### src/shared/core_regs_pkg.sv
// constants, field layouts and carrier types for the core flags/config register bank
package core_regs_pkg;

	// ****************************************
	// file addresses and bank layout
	// ****************************************
	localparam logic [6:0] FILE_INDIRECT   = 7'h00;
	localparam logic [6:0] FILE_PC_LOW     = 7'h02;
	localparam logic [6:0] FILE_FLAGS      = 7'h03;
	localparam logic [6:0] FILE_POINTER    = 7'h04;
	localparam logic [6:0] FILE_PC_HIGH    = 7'h0a;
	localparam logic [7:0] ADDR_CONFIG     = 8'h81;
	localparam logic [7:0] GPR0_LO         = 8'h20;
	localparam logic [7:0] GPR0_HI         = 8'h7f;
	localparam logic [7:0] GPR1_LO         = 8'ha0;
	localparam logic [7:0] GPR1_HI         = 8'hbf;
	localparam logic [7:0] GPR1_INDEX_BASE = 8'h40;
	localparam logic [7:0] COMMON_LO       = 8'hf0;
	localparam logic [7:0] COMMON_OFS      = 8'h80;
	localparam int         GPR_DEPTH       = 128;

	// ****************************************
	// field positions
	// ****************************************
	localparam int FLG_CARRY   = 0;
	localparam int FLG_HALF    = 1;
	localparam int FLG_ZERO    = 2;
	localparam int FLG_PWRDN   = 3;
	localparam int FLG_TIMEOUT = 4;
	localparam int FLG_BANK    = 5;
	localparam int CFG_PSA     = 3;
	localparam int CFG_EDGE    = 4;
	localparam int CFG_SOURCE  = 5;
	localparam int CFG_INTEDGE = 6;
	localparam int CFG_PULLUP  = 7;

	// ****************************************
	// reset values and masks
	// ****************************************
	localparam logic [7:0]  FLAGS_POR    = 8'h18;
	localparam logic [7:0]  CONFIG_RST   = 8'hff;
	localparam logic [7:0]  POINTER_POR  = 8'h00;
	localparam logic [7:0]  PC_HIGH_RST  = 8'h00;
	localparam logic [7:0]  PC_HIGH_MASK = 8'h1f;
	localparam logic [12:0] PC_RST       = 13'h0000;

	// other special registers: plain storage, address / implemented bits / reset / kept on warm reset / mirrored
	localparam int         PERI_N     = 11;
	localparam int         PERI_PORT_B_PINS = 2;
	localparam logic [7:0] PERI_ADDR   [PERI_N] = '{8'h01, 8'h05, 8'h06, 8'h0b, 8'h0c, 8'h1f,
		8'h85, 8'h86, 8'h8c, 8'h8e, 8'h9f};
	localparam logic [7:0] PERI_MASK   [PERI_N] = '{8'hff, 8'h1f, 8'hff, 8'hff, 8'h40, 8'hcf,
		8'h1f, 8'hff, 8'h40, 8'h03, 8'hef};
	localparam logic [7:0] PERI_RST    [PERI_N] = '{8'h00, 8'h00, 8'h00, 8'h00, 8'h00, 8'h00,
		8'h1f, 8'hff, 8'h00, 8'h00, 8'h00};
	localparam bit         PERI_KEEP   [PERI_N] = '{1'b1, 1'b1, 1'b1, 1'b0, 1'b0, 1'b0,
		1'b0, 1'b0, 1'b0, 1'b1, 1'b0};
	localparam bit         PERI_MIRROR [PERI_N] = '{1'b0, 1'b0, 1'b0, 1'b1, 1'b0, 1'b0,
		1'b0, 1'b0, 1'b0, 1'b0, 1'b0};

	// ****************************************
	// types
	// ****************************************
	typedef enum logic [2:0] {ALU_NONE, ALU_LOGIC, ALU_ADD, ALU_SUB, ALU_ROT_LEFT, ALU_ROT_RIGHT} aluOp_t;
	typedef enum logic [1:0] {RST_MASTER_CLEAR_PIN, RST_BROWNOUT, RST_WATCHDOG} rstCause_t;

	typedef struct packed {
		aluOp_t     op;
		logic [7:0] a;
		logic [7:0] b;
		logic [7:0] result;
	} aluReq_t;

	typedef struct packed {
		logic       pullupDisable;
		logic       extIrqRising;
		logic       timerExtClock;
		logic       timerFallEdge;
		logic       prescalerToWdt;
		logic [3:0] timerDivLog2;
		logic [2:0] wdtDivLog2;
	} cfgView_t;

endpackage

### src/logic/core_status_option_regs.sv
// core flags, configuration, pointer, program counter and data-memory map of the cpu register file
`timescale 1ns/1ps

// Operation
// - bank bit 0 selects bank 0, 1 bank 1
// - unimplemented locations read as zero
// - flag-updating ops override writes to low flags
// - timeout and power-down flags ignore writes
// - timeout flag set on power-up/clear/sleep, cleared on timeout
// - power-down flag set on power-up/clear, cleared by sleep
// - zero flag follows result equal zero
// - half-carry is nibble carry, borrow inverted
// - carry is msb carry, set means no borrow
// - rotates load carry from shifted-out bit
// - config bit 7 disables port pull-ups
// - config bit 6 picks interrupt edge
// - config bit 5 picks timer clock source
// - config bit 4 picks external clock edge
// - config bit 3 assigns prescaler to watchdog
// - rate code sets timer and watchdog divisions
// - power-on and warm reset load different values
// - common ram at F0-FF mirrors 70-7F
// - indirect location uses pointer, self reads zero
// - low pc write loads upper bits from latch
// - every reset clears program counter
module core_status_option_regs
	import core_regs_pkg::*;
#(
	parameter int PC_WIDTH   = 13,
	parameter bit COMMON_RAM = 1'b1,
	parameter bit BANK1_GPR  = 1'b1
) (
	input  wire logic                  sys_clk,
	input  wire logic                  sys_rst,
	input  wire logic                  resetPowerOn,
	input  wire rstCause_t             resetCause,
	input  wire logic                  rdEn,
	input  wire logic [6:0]            rdFile,
	output logic      [7:0]            rdData,
	input  wire logic                  wrEn,
	input  wire logic [6:0]            wrFile,
	input  wire logic [7:0]            wrData,
	input  wire aluReq_t               alu,
	input  wire logic                  watchdogClearInstr,
	input  wire logic                  sleepInstr,
	input  wire logic                  watchdogTimeout,
	input  wire logic                  pcStep,
	output logic [PC_WIDTH-1:0]        pcValue,
	output logic      [7:0]            flags,
	output cfgView_t                   cfgView,
	output logic      [7:0]            pullupEnable,
	output logic      [PERI_N*8-1:0]   periImage
);

	// ****************************************
	// parameter checks
	// ****************************************
	if (PC_WIDTH < 9 || PC_WIDTH > 13) begin : g_bad_pc
		$error("PC_WIDTH must lie between 9 and 13");
	end

	// ****************************************
	// state
	// ****************************************
	logic [7:0]          flagsQ;
	logic [7:0]          flagsD;
	logic [7:0]          cfgQ;
	logic [7:0]          pointerQ;
	logic [7:0]          pcHighQ;
	logic [PC_WIDTH-1:0] pcQ;
	logic [7:0]          rdDataQ;
	logic [7:0]          gpr [0:GPR_DEPTH-1];
	logic [7:0]          periQ [PERI_N];
	logic [PERI_N-1:0]   periRdHit;
	logic [PERI_N-1:0]   periWrHit;

	// ****************************************
	// address formation
	// ****************************************
	logic [7:0] rdAddr;
	logic [7:0] wrAddr;
	logic       rdSelf;
	logic       wrSelf;
	logic       wrLive;

	assign rdAddr = (rdFile == FILE_INDIRECT) ? pointerQ : {flagsQ[FLG_BANK], rdFile};
	assign wrAddr = (wrFile == FILE_INDIRECT) ? pointerQ : {flagsQ[FLG_BANK], wrFile};
	// a pointer aimed back at the indirect location reads zero and swallows writes
	assign rdSelf = (rdFile == FILE_INDIRECT) && (pointerQ[6:0] == FILE_INDIRECT);
	assign wrSelf = (wrFile == FILE_INDIRECT) && (pointerQ[6:0] == FILE_INDIRECT);
	assign wrLive = wrEn && !wrSelf;
	function automatic logic [7:0] foldCommon(input logic [7:0] addr);
		foldCommon = (COMMON_RAM && addr >= COMMON_LO) ? addr - COMMON_OFS : addr;
	endfunction
	function automatic logic gprHit(input logic [7:0] addr);
		logic [7:0] a;
		a = foldCommon(addr);
		gprHit = (a >= GPR0_LO && a <= GPR0_HI) || (BANK1_GPR && a >= GPR1_LO && a <= GPR1_HI);
	endfunction
	function automatic logic [6:0] gprIndex(input logic [7:0] addr);
		logic [7:0] a;
		a = foldCommon(addr);
		gprIndex = (a <= GPR0_HI) ? 7'(a - GPR0_LO) : 7'(a - GPR1_INDEX_BASE);
	endfunction
	logic wrFlags;
	logic wrPointer;
	logic wrPcLow;
	logic wrPcHigh;
	logic wrConfig;
	assign wrFlags   = wrLive && (wrAddr[6:0] == FILE_FLAGS);
	assign wrPointer = wrLive && (wrAddr[6:0] == FILE_POINTER);
	assign wrPcLow   = wrLive && (wrAddr[6:0] == FILE_PC_LOW);
	assign wrPcHigh  = wrLive && (wrAddr[6:0] == FILE_PC_HIGH);
	assign wrConfig  = wrLive && (wrAddr == ADDR_CONFIG);

	// ****************************************
	// arithmetic flags
	// ****************************************
	logic [8:0] sum;
	logic [4:0] nib;
	logic [2:0] aluAff;
	logic [2:0] aluVal;
	always_comb begin
		sum    = 9'h000;
		nib    = 5'h00;
		aluAff = 3'b000;
		aluVal = 3'b000;
		case (alu.op)
			ALU_LOGIC: begin
				aluAff[FLG_ZERO] = 1'b1;
				aluVal[FLG_ZERO] = (alu.result == 8'h00);
			end
			ALU_ADD, ALU_SUB: begin
				// subtraction adds the two's complement, so a set carry means no borrow
				if (alu.op == ALU_ADD) begin
					sum = {1'b0, alu.a} + {1'b0, alu.b};
					nib = {1'b0, alu.a[3:0]} + {1'b0, alu.b[3:0]};
				end else begin
					sum = {1'b0, alu.a} + {1'b0, ~alu.b} + 9'h001;
					nib = {1'b0, alu.a[3:0]} + {1'b0, ~alu.b[3:0]} + 5'h01;
				end
				aluAff = 3'b111;
				aluVal[FLG_CARRY] = sum[8];
				aluVal[FLG_HALF]  = nib[4];
				aluVal[FLG_ZERO]  = (sum[7:0] == 8'h00);
			end
			ALU_ROT_LEFT, ALU_ROT_RIGHT: begin
				aluAff[FLG_CARRY] = 1'b1;
				aluVal[FLG_CARRY] = (alu.op == ALU_ROT_LEFT) ? alu.a[7] : alu.a[0];
			end
			default: aluAff = 3'b000;
		endcase
	end

	// ****************************************
	// flags register
	// ****************************************
	always_comb begin
		flagsD = flagsQ;
		if (wrFlags) begin
			flagsD[7:5] = wrData[7:5];
			if (aluAff == 3'b000) begin
				flagsD[2:0] = wrData[2:0];
			end
		end
		// hardware result wins over the write for every flag the instruction touches
		for (int k = 0; k < 3; k++) begin
			if (aluAff[k]) begin
				flagsD[k] = aluVal[k];
			end
		end
		// timeout/power-down bits never take write data, only these events
		if (watchdogClearInstr) begin
			flagsD[FLG_TIMEOUT] = 1'b1;
			flagsD[FLG_PWRDN]   = 1'b1;
		end
		if (sleepInstr) begin
			flagsD[FLG_TIMEOUT] = 1'b1;
			flagsD[FLG_PWRDN]   = 1'b0;
		end
		if (watchdogTimeout) begin
			flagsD[FLG_TIMEOUT] = 1'b0;
		end
	end

	always_ff @(posedge sys_clk) begin
		if (sys_rst) begin
			if (resetPowerOn) begin
				flagsQ <= FLAGS_POR;
			end else begin
				flagsQ <= {3'b000, (resetCause != RST_WATCHDOG) && flagsQ[FLG_TIMEOUT], flagsQ[3:0]};
			end
		end else begin
			flagsQ <= flagsD;
		end
	end

	// ****************************************
	// configuration, pointer, program counter
	// ****************************************
	always_ff @(posedge sys_clk) begin
		if (sys_rst) begin
			cfgQ <= CONFIG_RST;
		end else if (wrConfig) begin
			cfgQ <= wrData;
		end
	end

	always_ff @(posedge sys_clk) begin
		if (sys_rst && resetPowerOn) begin
			pointerQ <= POINTER_POR;
		end else if (!sys_rst && wrPointer) begin
			pointerQ <= wrData;
		end
	end

	always_ff @(posedge sys_clk) begin
		if (sys_rst) begin
			pcHighQ <= PC_HIGH_RST;
		end else if (wrPcHigh) begin
			pcHighQ <= wrData & PC_HIGH_MASK;
		end
	end

	always_ff @(posedge sys_clk) begin
		if (sys_rst) begin
			pcQ <= PC_RST[PC_WIDTH-1:0];
		end else if (wrPcLow) begin
			pcQ <= {pcHighQ[PC_WIDTH-9:0], wrData};
		end else if (pcStep) begin
			pcQ <= pcQ + 1'b1;
		end
	end

	// ****************************************
	// general-purpose ram and other special registers
	// ****************************************
	// no reset on the ram: contents are undefined after power-up anyway
	always_ff @(posedge sys_clk) begin
		if (!sys_rst && wrLive && gprHit(wrAddr)) begin
			gpr[gprIndex(wrAddr)] <= wrData;
		end
	end

	for (genvar i = 0; i < PERI_N; i++) begin : g_peri
		assign periRdHit[i] = PERI_MIRROR[i] ? (rdAddr[6:0] == PERI_ADDR[i][6:0]) : (rdAddr == PERI_ADDR[i]);
		assign periWrHit[i] = PERI_MIRROR[i] ? (wrAddr[6:0] == PERI_ADDR[i][6:0]) : (wrAddr == PERI_ADDR[i]);
		assign periImage[i*8 +: 8] = periQ[i];
		always_ff @(posedge sys_clk) begin
			if (sys_rst) begin
				if (resetPowerOn || !PERI_KEEP[i]) begin
					periQ[i] <= PERI_RST[i];
				end
			end else if (wrLive && periWrHit[i]) begin
				periQ[i] <= wrData & PERI_MASK[i];
			end
		end
	end

	// ****************************************
	// read path
	// ****************************************
	logic [7:0] rdValue;
	always_comb begin
		rdValue = 8'h00;
		if (!rdSelf) begin
			if (rdAddr[6:0] == FILE_PC_LOW) begin
				rdValue = pcQ[7:0];
			end else if (rdAddr[6:0] == FILE_FLAGS) begin
				rdValue = flagsQ;
			end else if (rdAddr[6:0] == FILE_POINTER) begin
				rdValue = pointerQ;
			end else if (rdAddr[6:0] == FILE_PC_HIGH) begin
				rdValue = pcHighQ;
			end else if (rdAddr == ADDR_CONFIG) begin
				rdValue = cfgQ;
			end else if (gprHit(rdAddr)) begin
				rdValue = gpr[gprIndex(rdAddr)];
			end else begin
				for (int k = 0; k < PERI_N; k++) begin
					if (periRdHit[k]) begin
						rdValue = periQ[k];
					end
				end
			end
		end
	end

	always_ff @(posedge sys_clk) begin
		if (sys_rst) begin
			rdDataQ <= 8'h00;
		end else if (rdEn) begin
			rdDataQ <= rdValue;
		end
	end

	// ****************************************
	// outputs
	// ****************************************
	assign rdData  = rdDataQ;
	assign flags   = flagsQ;
	assign pcValue = pcQ;

	assign cfgView.pullupDisable  = cfgQ[CFG_PULLUP];
	assign cfgView.extIrqRising   = cfgQ[CFG_INTEDGE];
	assign cfgView.timerExtClock  = cfgQ[CFG_SOURCE];
	assign cfgView.timerFallEdge  = cfgQ[CFG_EDGE];
	assign cfgView.prescalerToWdt = cfgQ[CFG_PSA];
	assign cfgView.timerDivLog2   = {1'b0, cfgQ[2:0]} + 4'h1;
	assign cfgView.wdtDivLog2     = cfgQ[2:0];
	assign pullupEnable = cfgQ[CFG_PULLUP] ? 8'h00 : periQ[PERI_PORT_B_PINS];
endmodule

### config.mk
export PLATFORM = sky130hd
export DESIGN_NAME = core_status_option_regs
export DESIGN_NICKNAME = d
export VERILOG_FILES = /design/src/shared/core_regs_pkg.sv /design/src/logic/core_status_option_regs.sv
export SDC_FILE = /design/constraint.sdc
export NUM_CORES = 2
export LEC_CHECK = 0
export BUFFER_PORTS_ARGS = -buffer_cell sky130_fd_sc_hd__buf_4
export CORE_MARGIN = 2
export CORE_UTILIZATION = 35
export CTS_CLUSTER_DIAMETER = 200
export DETAILED_ROUTE_END_ITERATION = 8
export HOLD_SLACK_MARGIN = 0.08
export PLACE_DENSITY = 0.55
export SETUP_SLACK_MARGIN = 0.15
export SYNTH_ARGS = -nofsm -noshare
export SYNTH_HDL_FRONTEND = slang
export SYNTH_SLANG_ARGS = --single-unit
### constraint.sdc
create_clock -name sys_clk -period 12.7 [get_ports sys_clk]
set_clock_uncertainty 0.2 [all_clocks]
set_input_delay 2.54 -clock sys_clk [delete_from_list [all_inputs] [get_ports sys_clk]]
set_output_delay 2.54 -clock sys_clk [all_outputs]
set_load 0.1 [all_outputs]
[Word level (Yosys, flattened, before mapping)]
Memories as Yosys holds them, arrays and structs flattened.
Index checks and enable logic that the tools add are counted.
Storage, ports and cells
  memory bits (writable): 1112
  bits of input ports: 60
  output and inout bits: 137
  memories kept: 2
  flip-flop bits (word level): 50
Cells by class
  add/subtract/negate cells: 14
  bitwise operators: 13
  mux-type cells: 99
  $lt $le $gt $ge: 10
  eq/ne operators: 39
  reductions and logical operators: 56
Memory list
  gpr: words 128, bits a word 8, rd ports 1, clocked after Yosys merged registers in 0, write ports 1, RTL line core_status_option_regs.sv:72  | logic [7:0] gpr [0:GPR_DEPTH-1];
  periQ: words 11, bits a word 8, rd ports 11, clocked after Yosys merged registers in 0, write ports 11, RTL line core_status_option_regs.sv:73  | logic [7:0] periQ [PERI_N];
Operators with widths (number)
  $mux W8: 35
  $eq A8 B8 Y1 const B: 12
  $mux W1: 49
  $eq A8 B3 Y1 const B: 4
  $ge A8 B8 Y1 const B: 4
  $eq A7 B2 Y1 const B: 4
  $eq A7 B4 Y1 const B: 4
  $logic_and A1 B1 Y1: 28
  $mux W13: 2
  $logic_not A7 Y1: 3
  $reduce_bool A3 Y1: 7
  $add A8 B8 Y9: 2
  $mux W9: 2
  $eq A8 B1 Y1 const B: 2
  $eq A8 B4 Y1 const B: 2
  $eq A8 B5 Y1 const B: 2
  $ge A8 B6 Y1 const B: 2
  $le A8 B7 Y1 const B: 2
  $le A8 B8 Y1 const B: 2
  $logic_not A8 Y1: 2
  $sub A8 B8 Y8 const B: 2
  $eq A7 B3 Y1 const B: 2
  $mux W7: 2
  $sub A7 B6 Y7 const B: 2
  other kinds (28): 53

[Logic depth before layout (Yosys ltp)]
  word-level depth: 21
  depth in mapped cells: 14
  mapped depth without buffers: 12

[Worst setup path before layout]
No wires, ideal clock.
  kind: input to register
  start point: input wrFile[1]
  end point: memory gpr[37][0], enable pin
  library setup time: 0.370 ns
  arrival time: 5.264 ns
  setup slack: 6.866 ns
  cell stages on the path: 9
  path buffers: 2
  data required time: 12.130 ns
  path through: or4_4 > nor4_4 > buf_6 > mux2i_1 > a21oi_1 > nor3_1 > nand2_1 > clkbuf_1 > nor2_1
Between the ends
  cells in the longest elaborated chain, start to end: 10
  elaborated cells on any way between the ends: 22
  those cells by class: add/sub: 3; order compare: 5; mux: 5; reduce/logical: 9
RTL lines
  start, declared: RTL line core_status_option_regs.sv:41  | input wire logic [6:0] wrFile,
  $logic_not A7 Y1: RTL line core_status_option_regs.sv:87, core_status_option_regs.sv:90
  $mux W8: RTL line core_status_option_regs.sv:87  | assign wrAddr = (wrFile == FILE_INDIRECT) ? pointerQ : {flagsQ[FLG_BANK], wrFile};
  $sub A8 B8 Y8 or $ge A8 B8 Y1 (tied branches): RTL line core_status_option_regs.sv:93  | foldCommon = (COMMON_RAM && addr >= COMMON_LO) ? addr - COMMON_OFS : addr;
  $mux W8: RTL line core_status_option_regs.sv:93
  $ge A8 B6 Y1, or another cell as far along: RTL line core_status_option_regs.sv:98  | gprHit = (a >= GPR0_LO && a <= GPR0_HI) || (BANK1_GPR && a >= GPR1_LO && a <= GPR1_HI);
  $logic_and A1 B1 Y1: RTL line core_status_option_regs.sv:98
  $logic_or A1 B1 Y1: RTL line core_status_option_regs.sv:98
  $logic_and A1 B1 Y1: RTL line core_status_option_regs.sv:240  | if (!sys_rst && wrLive && gprHit(wrAddr)) begin
  $mux W1: RTL line core_status_option_regs.sv:240
  $mux W1 (implied by the code): RTL line core_status_option_regs.sv:241  | gpr[gprIndex(wrAddr)] <= wrData;
  end, declared: RTL line core_status_option_regs.sv:72
Parallel ways exist; a longest one is shown, timed or not.

[Final worst setup path]
  start point: input rdFile[4]
  end point: register rdDataQ[1], in the netlist rdData[1]
Between the ends
  cells in the longest elaborated chain, start to end: 21
  elaborated cells on any way between the ends: 51
  those cells by class: add/sub: 3; order compare: 5; eq/ne: 16; mux: 21; reduce/logical: 5; memory: 1
RTL lines
  start, declared: RTL line core_status_option_regs.sv:38  | input wire logic [6:0] rdFile,
  parallel branches: the longest is 20 deep, another holds $sub A8 B8 Y8
  $mux W8 (*): RTL line core_status_option_regs.sv:266  | if (!rdSelf) begin
  end signal, assigned: RTL line core_status_option_regs.sv:293  | rdDataQ <= rdValue;
  end, declared: RTL line core_status_option_regs.sv:71  | logic [7:0] rdDataQ;
Every way passes the cells marked *.
A chain may end at the register's enable or synchronous reset.

==> flow_summary.yaml <==
routing:
  routed_wl_um: 154000
  drt_iter0_markers: 4227
  vias: 30251
  first_pass_iters: 6
  detail_route.wl_per_cell_um: 30.3
  drc: 0
  post_drt_via_cell_ratio: 5.95
  ant_nets: 0
yosys:
  syn_area_mm2: 0.0454
  ys_types: 86
  yosysTopAreaCellShare_pct: 72.2
  synth-seq-area-share_pct: 74.1
  synth_most_common_cell: "edfxtp_1"
  ys_warn_count: 0
  synthArstFlopShare_pct: 0
  synthCells: 3106
  postSynthAreaPerCell_um2: 14.6
  ys_top_cells_by_count: "1091 x edfxtp_1, 423 x o22ai_1, 235 x nor2_1, 195 x o21ai_0, 147 x nand2_1"
  ys_ff_latch: 1133
  synth_ff_type: "edfxtp_1"
  synth_edf_count: 1091
  synth_area_leaders: "edfxtp_1 72%, o22ai_1 5.8%, o21ai_0 2.2%, nor2_1 1.9%, dfxtp_1 1.9%"
  yosysTopAreaCell: "edfxtp_1"
worst_hold_path:
  hp-start: "cfgQ[4]"
  whs_endpoint: "cfgQ[4]"
  hp-class: "reg2reg"
  holdPathStages: 2
global_route:
  grtUsageTotal_pct: 22.6
  antenna_found_initial: 2
  grt_first_pass_wirelength_um: 216000
  grt_max_degree: 134
  grt_pass1_vias: 28840
  grt_overflow: 0
sta:
  timing.final.crit_period_ns: 6.77
  setup_viol: 0
  timing.final.ws_setup_ns: 5.93
  rsz0062_at_grt: "no"
  timing_worst_slew_pin_value_ns: 1.18
  fmaxAchievable_mhz: 148
  slew_violations: 0
  finalCritPeriodShare_pct: 53.3
  worst_slew_margin_rel_pct: 21.7
  final_hold_viol_count: 0
  tns_ns: 0
critical_path:
  r2r-end: "rdData[1]"
  critical_path_class: "in2reg"
  crit_family: "compound AO/OA/AOI/OAI gates"
  cp-end-kind: "flop"
  max_stage_delay_ns: 0.74
  critPathBufInv: 3
  path_cells: "buf_4, or3_1, o31ai_4, buf_4, buf_12, o22ai_1, o21ai_0, nand2_1, a2111oi_0, nand4_1, nand4_1, o31a_1"
  r2r_start: "pointerQ[0]"
  r2r_setup_slack_ns: 7.62
  start_kind: "primary input"
  crit_slowest_cell: "or3_1"
  critPathArrivalTime_ns: 7.22
  rr_worst_depth: 11
  critPathMaxFanout: 133
  worst-endpoint-required_ns: 13.15
pwr:
  vdd_drop_max_uv: 99.8
  pwr-share-comb_pct: 7.8
  total_leakage_power_uw: 0.0164
  p_int_uw: 6140
  p_switching_uw: 1930
  p_seq_share_pct: 51.1
  pwr-share-clk_pct: 41.2
  switching_share_pct: 23.9
  powerDensity_mw_per_mm2: 155
floorplan:
  fp.dieH_um: 364
  start_util_pct: 35.2
  placeableCoreArea_mm2: 0.129
  ioPinCount: 197
  die_x_um: 364
  dieArea_mm2: 0.132
  rows: 132
place:
  gp_congestion: 0.932
  dpl-instance-area_mm2: 0.0484
  port_buffers: 167
  pre_cts_ws_ns: 5.36
  hpwl_um: 94300
clock_tree:
  clk_pin_slew_ns: 0.06
  post_cts.repair.setup_buffers: 0
  h-tree-depth: 3
  cts_hold_buf: 0
  cts_tree: "done"
  cts.path.max_buffers: 3
  cts_buffers: 113
  clock_sinks: 1133
  post_cts_resized: 0
  clock_latency_ns: 0.70
  cts_root_buf: "clkbuf_16"
status:
  outcome: "finished clean"
final_layout:
  final_nets: 3331
  area_growth_syn_to_layout_pct: 14.7
  utilization_pct: 40.3
  final_area_mm2: 0.0520
  drive_above_1_share_pct: 13.4
run:
  cap_violations: 0
-- power groups by stage --
stage / registers [µW] / logic (µW) / clock network (µW)
2_1_floorplan: 4270 / 271 / 0
3_3_place_gp: 4200 / 611 / 0
3_5_place_dp: 4200 / 613 / 0
4_1_cts: 4120 / 614 / 3350
5_1_grt: 4120 / 646 / 3500
6_report: 4120 / 626 / 3330
-- routing by layer --
layer	share of wire, %	track usage [%]
met1	41	31.8
met2	45	34.5
met3	9.8	4.70
met4	4.0	8.62
met5	0	0
-- placed cells by master (no fill, tap or decap), types with 29 or more instances in the layout --
cell type and count:
nand3_1 39, o21ai_0 195, mux2i_1 50, edfxtp_1 1091, nor3_1 30, nand2_1 143
and2_1 35, a21oi_1 61, buf_4 222, clkbuf_16 116, nor2_1 234, clkinv_1 32
dfxtp_1 42, inv_1 30, nand4_1 39, o22ai_1 423, a22oi_1 40, o221ai_1 38
conb_1 29
-- cells by family after synthesis --
family                     count (synthesis)  synth area share [%]
adders and majority gates                 22                 0.640
other                                      1               0.00827
AOI/OAI and AO/OA                        964                  14.0
buffers and inverters                    256                  2.73
xor gates and xnor gates                  19                 0.367
DFF                                     1133                  74.1
muxes                                     53                  1.18
and+or+nand+nor                          658                  7.04
-- cell type report --
type                    count  area (µm²)
fillers                 11740       77000
flip-flops and latches   1133       33600
multi-input cells        1745       10700
clock buffers             134        2970
well taps                1742        2180
repair buffers            226        1750
clock inverters            77         674
inverters                  30         113
diodes                      1        2.50
-- worst reg2reg max path, delay by kind of cell (launching register included) --
| family | cells | cell delay [ns] |
|---|---|---|
| AOI/OAI and AO/OA | 5 | 1.98 |
| buffers and inverters | 2 | 1.41 |
| DFF | 1 | 0.55 |
| and+or+nand+nor | 4 | 0.89 |
-- registers in the layout, indices dropped and copies added (netlist names) --
register / count
gpr: 1024
periQ: 59
pcValue: 13
cfgQ: 8
flags: 8
pointerQ: 8
rdData: 8
pcHighQ: 5
-- worst max-delay path by stage --
stage                    from    endpoint  cells past startpoint
floorplan           wrFile[1]  gpr[37][0]                      9
global placement    wrFile[1]  gpr[57][4]                      9
detailed placement  rdFile[4]   rdData[1]                     12
CTS                 rdFile[4]   rdData[1]                     12
global route        wrFile[1]  gpr[45][7]                      8
finish              rdFile[4]   rdData[1]                     12
-- metrics by stage --
| step | power [µW] | hold slack (ns) | instances |
|---|---|---|---|
| 2_1_floorplan | 4540 | 0.278 | 3134 |
| 3_3_place_gp | 4810 | 0.287 | 4874 |
| 3_5_place_dp | 4810 | 0.293 | 4875 |
| 4_1_cts | 8080 | 0.311 | 5086 |
| 5_1_grt | 8260 | 0.341 | 5087 |
| 6_report | 8070 | 0.316 | 5088 |
(Power assumes the default switching activity.)
